## src/inc/dpmu_defines.svh

```systemverilog
/*
 * Constants of the upper DSCP priority map bank: register offsets,
 * field positions, reset values, code range and read timing.
 * Assumes it is included by bare name from design files and the testbench.
 */
`ifndef DPMU_DEFINES_SVH
`define DPMU_DEFINES_SVH

// register offsets, byte addresses on the register port
`define DPMU_OFS_2C_2D  16'h0350
`define DPMU_OFS_22_23  16'h0351
`define DPMU_OFS_24_25  16'h0352
`define DPMU_OFS_26_27  16'h0353
`define DPMU_OFS_28_29  16'h0354
`define DPMU_OFS_2A_2B  16'h0355
`define DPMU_OFS_2E_2F  16'h0357
`define DPMU_OFS_30_31  16'h0358
`define DPMU_OFS_32_33  16'h0359
`define DPMU_OFS_34_35  16'h035a
`define DPMU_OFS_36_37  16'h035b
`define DPMU_OFS_38_39  16'h035c

// bank geometry
`define DPMU_NREG       12
`define DPMU_ADDR_W     16
`define DPMU_DATA_W     8
`define DPMU_DSCP_W     6
`define DPMU_PRIO_W     3

// field positions inside one mapping register
`define DPMU_HI_MSB     6
`define DPMU_HI_LSB     4
`define DPMU_RSV_HI     7
`define DPMU_LO_MSB     2
`define DPMU_LO_LSB     0
`define DPMU_RSV_LO     3

// reset values
`define DPMU_PRIO_RST   3'h0
`define DPMU_RSV_VAL    1'b0
`define DPMU_RDATA_RST  8'h00

// dscp codes served by this bank
`define DPMU_CODE_FIRST 6'h22
`define DPMU_CODE_LAST  6'h39

// cycles from strobe to read data, and from lookup to result
`define DPMU_RD_LAT     1
`define DPMU_LK_LAT     1

`endif

```

## src/inc/dpmu_pkg.sv

```systemverilog
/*
 * Types of the upper DSCP priority map bank.
 * Assumes dpmu_defines.svh is on the include path.
 */
`include "dpmu_defines.svh"

package dpmu_pkg;

	// one mapping register: odd code in hi, even code in lo
	typedef struct packed {
		logic [`DPMU_PRIO_W-1:0] hi;
		logic [`DPMU_PRIO_W-1:0] lo;
	} dpmu_pair_s;

	// register index inside the bank
	typedef logic [3:0] dpmu_idx_t;

	// result of decoding one register address
	typedef struct packed {
		logic      hit;
		dpmu_idx_t idx;
	} dpmu_dec_s;

endpackage

```

## src/core/dpmu_lookup.sv

```systemverilog
/*
 * Table lookup: picks the priority field for one DSCP code out of the
 * twelve mapping registers. Purely combinational.
 * Assumes the caller registers the result and handles codes outside
 * 0x22..0x39, for which hit is low and prio is zero.
 */
`timescale 1ns/1ps
`default_nettype none
`include "dpmu_defines.svh"

module dpmu_lookup
	import dpmu_pkg::*;
(
	input  wire dpmu_pair_s                tbl [`DPMU_NREG],
	input  wire logic [`DPMU_DSCP_W-1:0]   code,
	output logic      [`DPMU_PRIO_W-1:0]   prio,
	output logic                           hit
);

	logic [`DPMU_DSCP_W-1:0] rel;

	// offset from first code, pair index is rel/2, odd code selects hi
	always_comb begin
		rel  = code - `DPMU_CODE_FIRST;
		hit  = (code >= `DPMU_CODE_FIRST) && (code <= `DPMU_CODE_LAST);
		prio = `DPMU_PRIO_RST;
		if (hit) begin
			if (code[0]) begin
				prio = tbl[rel[4:1]].hi;
			end else begin
				prio = tbl[rel[4:1]].lo;
			end
		end
	end

endmodule

`default_nettype wire

```

## src/core/dpmu_bank.sv

```systemverilog
/*
 * Upper DSCP priority map bank: twelve 8-bit mapping registers for
 * codes 0x22..0x39, a register port, and a registered lookup port for
 * the packet classifier.
 * Assumes one clock, synchronous active-high reset, a master that never
 * raises read and write strobes together, and a classifier that
 * presents the DSCP code already extracted from the IP header.
 */
`timescale 1ns/1ps
`default_nettype none
`include "dpmu_defines.svh"

module dpmu_bank
	import dpmu_pkg::*;
(
	input  wire logic                      mclk,
	input  wire logic                      rst,
	input  wire logic [`DPMU_ADDR_W-1:0]   reg_addr,
	input  wire logic [`DPMU_DATA_W-1:0]   reg_wdata,
	input  wire logic                      reg_wr,
	input  wire logic                      reg_rd,
	output logic      [`DPMU_DATA_W-1:0]   reg_rdata,
	input  wire logic                      lk_valid,
	input  wire logic [`DPMU_DSCP_W-1:0]   lk_dscp,
	input  wire logic                      lk_ipv6,
	output logic                           res_valid,
	output logic      [`DPMU_PRIO_W-1:0]   res_prio,
	output logic                           res_hit,
	output logic                           res_ipv6
);

	// address to register index, shared by write and read paths
	function automatic dpmu_dec_s dec_addr(input logic [`DPMU_ADDR_W-1:0] a);
		dpmu_dec_s d;
		d.hit = 1'b1;
		d.idx = 4'h0;
		case (a)
			`DPMU_OFS_22_23: d.idx = 4'h0;
			`DPMU_OFS_24_25: d.idx = 4'h1;
			`DPMU_OFS_26_27: d.idx = 4'h2;
			`DPMU_OFS_28_29: d.idx = 4'h3;
			`DPMU_OFS_2A_2B: d.idx = 4'h4;
			`DPMU_OFS_2C_2D: d.idx = 4'h5;
			`DPMU_OFS_2E_2F: d.idx = 4'h6;
			`DPMU_OFS_30_31: d.idx = 4'h7;
			`DPMU_OFS_32_33: d.idx = 4'h8;
			`DPMU_OFS_34_35: d.idx = 4'h9;
			`DPMU_OFS_36_37: d.idx = 4'ha;
			`DPMU_OFS_38_39: d.idx = 4'hb;
			default: d.hit = 1'b0;
		endcase
		return d;
	endfunction

	// register image of one pair, reserved bits forced low
	function automatic logic [`DPMU_DATA_W-1:0] pair_to_byte(input dpmu_pair_s p);
		logic [`DPMU_DATA_W-1:0] b;
		b = `DPMU_RDATA_RST;
		b[`DPMU_HI_MSB:`DPMU_HI_LSB] = p.hi;
		b[`DPMU_LO_MSB:`DPMU_LO_LSB] = p.lo;
		b[`DPMU_RSV_HI] = `DPMU_RSV_VAL;
		b[`DPMU_RSV_LO] = `DPMU_RSV_VAL;
		return b;
	endfunction

	// even code served by a register index
	function automatic logic [`DPMU_DSCP_W-1:0] idx_to_code(input dpmu_idx_t i);
		return `DPMU_CODE_FIRST + {1'b0, i, 1'b0};
	endfunction

	dpmu_pair_s                  tbl_r [`DPMU_NREG];
	dpmu_pair_s                  tbl_nxt;
	dpmu_dec_s                   wr_dec;
	dpmu_dec_s                   rd_dec;
	logic [`DPMU_DATA_W-1:0]     rdata_r;
	logic [`DPMU_DATA_W-1:0]     rdata_nxt;
	logic [`DPMU_PRIO_W-1:0]     lk_prio;
	logic                        lk_hit;
	logic                        res_valid_r;
	logic [`DPMU_PRIO_W-1:0]     res_prio_r;
	logic                        res_hit_r;
	logic                        res_ipv6_r;

	// address decode for both strobes
	assign wr_dec = dec_addr(reg_addr);
	assign rd_dec = dec_addr(reg_addr);

	// write data split into the two live fields only
	always_comb begin
		tbl_nxt.hi = reg_wdata[`DPMU_HI_MSB:`DPMU_HI_LSB];
		tbl_nxt.lo = reg_wdata[`DPMU_LO_MSB:`DPMU_LO_LSB];
	end

	// mapping table storage, one entry per register
	always_ff @(posedge mclk) begin
		if (rst) begin
			for (int i = 0; i < `DPMU_NREG; i++) begin
				tbl_r[i].hi <= `DPMU_PRIO_RST;
				tbl_r[i].lo <= `DPMU_PRIO_RST;
			end
		end else if (reg_wr && wr_dec.hit) begin
			tbl_r[wr_dec.idx] <= tbl_nxt;
		end
	end

	// read mux: unmapped offsets and idle cycles give zero
	always_comb begin
		rdata_nxt = `DPMU_RDATA_RST;
		if (reg_rd && rd_dec.hit) begin
			rdata_nxt = pair_to_byte(tbl_r[rd_dec.idx]);
		end
	end

	// read data register, valid only in the cycle after the strobe
	always_ff @(posedge mclk) begin
		if (rst) begin
			rdata_r <= `DPMU_RDATA_RST;
		end else begin
			rdata_r <= rdata_nxt;
		end
	end

	// priority select, same path whatever the ip version
	dpmu_lookup u_lookup (
		.tbl  (tbl_r),
		.code (lk_dscp),
		.prio (lk_prio),
		.hit  (lk_hit)
	);

	// lookup result register, one pulse per request
	always_ff @(posedge mclk) begin
		if (rst) begin
			res_valid_r <= 1'b0;
			res_prio_r  <= `DPMU_PRIO_RST;
			res_hit_r   <= 1'b0;
			res_ipv6_r  <= 1'b0;
		end else begin
			res_valid_r <= lk_valid;
			res_prio_r  <= lk_valid ? lk_prio : `DPMU_PRIO_RST;
			res_hit_r   <= lk_valid && lk_hit;
			res_ipv6_r  <= lk_valid && lk_ipv6;
		end
	end

	// outputs straight from their flops
	assign reg_rdata = rdata_r;
	assign res_valid = res_valid_r;
	assign res_prio  = res_prio_r;
	assign res_hit   = res_hit_r;
	assign res_ipv6  = res_ipv6_r;

	// flattened table, read only by the checks below
	logic [6*`DPMU_NREG-1:0] tbl_flat;
	always_comb begin
		tbl_flat = '0;
		for (int i = 0; i < `DPMU_NREG; i++) begin
			tbl_flat[6*i +: 6] = tbl_r[i];
		end
	end

	// one entry out of a flattened table image
	function automatic dpmu_pair_s flat_entry(input logic [6*`DPMU_NREG-1:0] f, input dpmu_idx_t i);
		return f[6*i +: 6];
	endfunction
endmodule

`default_nettype wire

```

## config.mk

```make
export PLATFORM = sky130hd
export DESIGN_NAME = dpmu_bank
export DESIGN_NICKNAME = d
export VERILOG_FILES = /design/src/inc/dpmu_pkg.sv /design/src/core/dpmu_lookup.sv /design/src/core/dpmu_bank.sv
export VERILOG_INCLUDE_DIRS = /design/src /design/src/inc
export SDC_FILE = /design/constraint.sdc
export NUM_CORES = 1
export LEC_CHECK = 0
export ABC_AREA = 1
export BUFFER_PORTS_ARGS = -buffer_cell sky130_fd_sc_hd__buf_2
export CELL_PAD_IN_SITES_DETAIL_PLACEMENT = 1
export CELL_PAD_IN_SITES_GLOBAL_PLACEMENT = 1
export CORE_MARGIN = 10
export CORE_UTILIZATION = 38
export CTS_CLUSTER_SIZE = 20
export DETAILED_ROUTE_END_ITERATION = 6
export PLACE_DENSITY = 0.76
export RECOVER_POWER = 100
export SYNTH_ARGS = -nofsm -noshare
export SYNTH_HDL_FRONTEND = slang
export SYNTH_HIERARCHICAL = 1
export SYNTH_SLANG_ARGS = --single-unit
```

## constraint.sdc

```tcl
create_clock -name mclk -period 1.81 [get_ports mclk]
set_input_delay 0.181 -clock mclk [delete_from_list [all_inputs] [get_ports mclk]]
set_output_delay 0.181 -clock mclk [all_outputs]
set_load 0.02 [all_outputs]
```

==> flow_results.xml <==
<?xml version="1.0" encoding="UTF-8"?>
<metrics>
  <group name="layout">
    <metric name="areaGrowthSynthToFinish" unit="%">19.1</metric>
    <metric name="multi_input_area" unit="um^2">2960</metric>
    <metric name="layout.core_utilization" unit="%">45.9</metric>
    <metric name="register_area" unit="um^2">1680</metric>
    <metric name="mostFrequentLayoutCells" unit="">nand2_1 (245), nor2_1 (179), inv_1 (87), dfxtp_1 (84), nand3_1 (81)</metric>
    <metric name="layout-drive-gt1-share" unit="%">14.2</metric>
    <metric name="antenna_cells_inserted" unit="">0</metric>
    <metric name="layout.nets" unit="">984</metric>
    <metric name="final_common_cell" unit="">nand2_1</metric>
    <metric name="layout.filler_cells" unit="">1918</metric>
  </group>
  <group name="clock_tree">
    <metric name="post_cts_buffers" unit="">0</metric>
    <metric name="worst_setup_hold_path_clk_slew" unit="ps">70</metric>
    <metric name="cts.hold.buffers_added" unit="">0</metric>
    <metric name="htreeDepth" unit="">3</metric>
    <metric name="tritoncts" unit="">yes</metric>
    <metric name="tritoncts_num_sinks" unit="">84</metric>
    <metric name="clockRootBuffer" unit="">clkbuf_16</metric>
    <metric name="clockBufferDepth" unit="">2</metric>
    <metric name="cts_made_buffers" unit="">9</metric>
    <metric name="cts.repair.resized" unit="">0</metric>
    <metric name="clock_insertion_delay_worst_skew" unit="ps">350</metric>
  </group>
  <group name="yosys">
    <metric name="synth_top_area_share" unit="%">31.5</metric>
    <metric name="netlist.top_cell.by_area" unit="">dfxtp_1</metric>
    <metric name="seq_area_frac_synth" unit="%">31.5</metric>
    <metric name="dominantRegCellSynth" unit="">dfxtp_1</metric>
    <metric name="gate_count_after_technology_mapping" unit="">888</metric>
    <metric name="postSynthAreaPerCell" unit="um^2">6.01</metric>
    <metric name="synth.top_cells.by_area" unit="">dfxtp_1 (32%), nand2_1 (17%), nor2_1 (13%)</metric>
    <metric name="number_of_synthesized_flops_with_an_enable_pin" unit="">0</metric>
    <metric name="post_synth_instance_area" unit="um^2">5330</metric>
    <metric name="synth.lib_cells_used.distinct" unit="">30</metric>
    <metric name="ys.warnings.count" unit="">6</metric>
    <metric name="yosys_register_bits" unit="">84</metric>
    <metric name="synth_async_sr_flop_share" unit="%">0</metric>
  </group>
  <group name="setup_path">
    <metric name="slowest_delay" unit="ps">240</metric>
    <metric name="startpoint_type" unit="">primary input</metric>
    <metric name="highest_net_fanout_along_the_worst_path" unit="">23</metric>
    <metric name="worst-r2r-setup-slack" unit="ps">490</metric>
    <metric name="r2r-end" unit="">res_prio[2]</metric>
    <metric name="reg2reg_depth" unit="">10</metric>
    <metric name="worst_setup_path_end_kind" unit="">flip-flop</metric>
    <metric name="timing.critical_path.from" unit="">reg_addr[5]</metric>
    <metric name="critical-path-slowest-cell" unit="">a211oi_1</metric>
    <metric name="rr_startpoint" unit="">tbl_flat[41]</metric>
    <metric name="worstSetupPathType" unit="">in2reg</metric>
    <metric name="worst_ep_arrival_time" unit="ps">1860</metric>
    <metric name="critical_path_required" unit="ps">2060</metric>
    <metric name="cells_traversed_along_the_worst_timing_path" unit="">buf_2, nor3_1, buf_4, nand2_2, inv_1, nand2_2, buf_12, inv_1, nor2_2, nand2_1, buf_12, nor2_1, a211oi_1</metric>
  </group>
  <group name="die">
    <metric name="pin_count" unit="">50</metric>
    <metric name="die_h" unit="um">138</metric>
    <metric name="die-area" unit="um^2">19200</metric>
    <metric name="std_cell_rows" unit="">43</metric>
    <metric name="start_util" unit="%">38.6</metric>
    <metric name="die_width" unit="um">138</metric>
    <metric name="core" unit="um^2">13800</metric>
  </group>
  <group name="power">
    <metric name="combinationalPowerShare" unit="%">11.7</metric>
    <metric name="switching_share" unit="%">25.4</metric>
    <metric name="power_report.internal_total" unit="mW">3.45</metric>
    <metric name="power.switching" unit="mW">1.18</metric>
    <metric name="seq_power_share" unit="%">40.0</metric>
    <metric name="cellPowerDensity" unit="nW/um^2">729</metric>
    <metric name="static_leakage" unit="nW">3.15</metric>
    <metric name="p_clk_share" unit="%">48.3</metric>
    <metric name="report.power.total" unit="mW">4.63</metric>
    <metric name="irDropWorstVdd" unit="mV">0.436</metric>
  </group>
  <group name="placed_design">
    <metric name="io_buffer_count" unit="">45</metric>
    <metric name="gpl.final_weighted_congestion" unit="">0.976</metric>
    <metric name="dp_worst_setup_slack" unit="ps">-106</metric>
    <metric name="place_hpwl" unit="um">14400</metric>
  </group>
  <group name="detailed_routing">
    <metric name="detailedRoute.firstPassIterationCount" unit="">6</metric>
    <metric name="wl_met3" unit="um">1020</metric>
    <metric name="routed_wirelength" unit="um">19400</metric>
    <metric name="vias" unit="">6018</metric>
    <metric name="viasPerCell" unit="">5.32</metric>
    <metric name="detail_route.wl_per_cell" unit="um">17.2</metric>
    <metric name="detail_route.iter0.violations" unit="">595</metric>
    <metric name="route.layer.met1.wl" unit="um">8570</metric>
    <metric name="detail_route.drc_violations" unit="">0</metric>
    <metric name="route.top_layer_used" unit="">met4</metric>
    <metric name="remaining_number_of_nets_flagged_by_the_antenna_check_after_routing" unit="">0</metric>
    <metric name="wl_met2" unit="um">9330</metric>
  </group>
  <group name="worst_hold_path">
    <metric name="worst_hold_path.endpoint" unit="">res_ipv6</metric>
    <metric name="holdPathStages" unit="">3</metric>
    <metric name="min_path_type" unit="">in2reg</metric>
    <metric name="min-delay-start" unit="">lk_ipv6</metric>
  </group>
  <group name="run">
    <metric name="maxCapViolCount" unit="">0</metric>
  </group>
  <group name="sta">
    <metric name="min_period_over_period" unit="%">89.2</metric>
    <metric name="fin_crit" unit="ps">1620</metric>
    <metric name="max_clock_freq" unit="GHz">0.619</metric>
    <metric name="clock-skew-final" unit="ps">7.66</metric>
    <metric name="worst_case_setup_margin_in_the_final_layout" unit="ps">195</metric>
    <metric name="number_of_max_slew_violations_in_the_final_report" unit="">0</metric>
    <metric name="timing.final.setup_violations" unit="">0</metric>
    <metric name="worst_slew_pin_slew" unit="ps">923</metric>
    <metric name="finalHoldViolations" unit="">0</metric>
    <metric name="worst_slew_margin_rel" unit="%">38.5</metric>
    <metric name="unrepaired_setup_endpoints_after_global_routing" unit="">false</metric>
  </group>
  <group name="global_route">
    <metric name="track_usage" unit="%">19.9</metric>
    <metric name="globalRouteOverflowTotal" unit="">0</metric>
    <metric name="largest_net_degree_at_the_start_of_global_routing" unit="">39</metric>
    <metric name="grt_antenna_before_repair" unit="">0</metric>
    <metric name="grt_pass1_wl" unit="um">31300</metric>
    <metric name="number_of_global_route_vias_before_repair" unit="">5833</metric>
  </group>
  <group name="run_status">
    <metric name="run_status" unit="">completed</metric>
  </group>
</metrics>
[state kept, by name (all words and copies together) (netlist names)]
register	count
tbl_flat	72
reg_rdata	6
res_prio	3
res_hit	1
res_ipv6	1
res_valid	1
[cell families after synthesis]
group                      after synthesis  share of synthesized area, %
AOI/OAI and AO/OA                       67                          7.30
other                                    1                        0.0703
buffers and inverters                  151                          12.9
and+or+nand+nor                        584                          48.0
DFF                                     84                          31.5
adders and majority gates                1                         0.235
[cell usage after synthesis, types with 2 or more instances]
cell type,number
a211oi_1,12
a21oi_1,6
buf_2,25
buf_4,4
buf_6,10
clkbuf_1,19
dfxtp_1,84
inv_1,86
inv_2,7
nand2_1,245
nand2_2,5
nand3_1,81
nand3_2,2
nand4_1,55
nand4_2,5
nor2_1,179
nor2_2,5
nor2_4,3
o21ai_0,38
o21ai_1,7
[routing by layer]
layer | vias up | global-route usage [%]
met2 | 182 | 33.2
met5 | - | 0
met1 | 2859 | 25.2
li1 | 2940 | -
met3 | 37 | 3.08
met4 | 0 | 7.77
[worst max-delay path: cells and delay by family]
| family | cells | cell delay [ps] |
|---|---|---|
| buffers and inverters | 6 | 810 |
| AO/OA/AOI/OAI | 1 | 240 |
| AND/OR/NAND/NOR | 6 | 600 |
[layout make-up]
type | count | share of cell area [%]
well taps | 180 | 3.55
clock inverters | 5 | 1.69
clock buffers | 11 | 3.98
flip-flops and latches | 84 | 26.5
inverters | 93 | 5.50
repair buffers | 105 | 12.2
multi-input cells | 654 | 46.6
[metrics by stage]
stage	cells	setup TNS [ps]	cell area, um^2	hold slack, ps
6_report	1132	0	6350	49.1
5_1_grt	1132	0	6350	56.8
4_1_cts	1132	0	6420	42.1
3_5_place_dp	1116	-2640	6060	410
3_3_place_gp	1116	-499	6060	405
2_1_floorplan	889	0	5340	295
[how the worst max path moves through the flow]
stage               cells after the start            to  slack, ps
finish                                 13  tbl_flat[33]        190
global route                           15   tbl_flat[3]         30
CTS                                    13  tbl_flat[33]        230
detailed placement                     14  tbl_flat[52]       -110
global placement                       14   tbl_flat[7]        -40
floorplan                              13  reg_rdata[1]        110
[power groups by stage]
stage	Clock [mW]	Combinational, mW	Sequential, mW
floorplan	0	0.305	1.90
global placement	0	0.531	1.89
detailed placement	0	0.536	1.90
CTS	2.27	0.539	1.85
global route	2.34	0.590	1.85
finish	2.23	0.543	1.85
No activity file was read; power rests on OpenSTA's default activity.
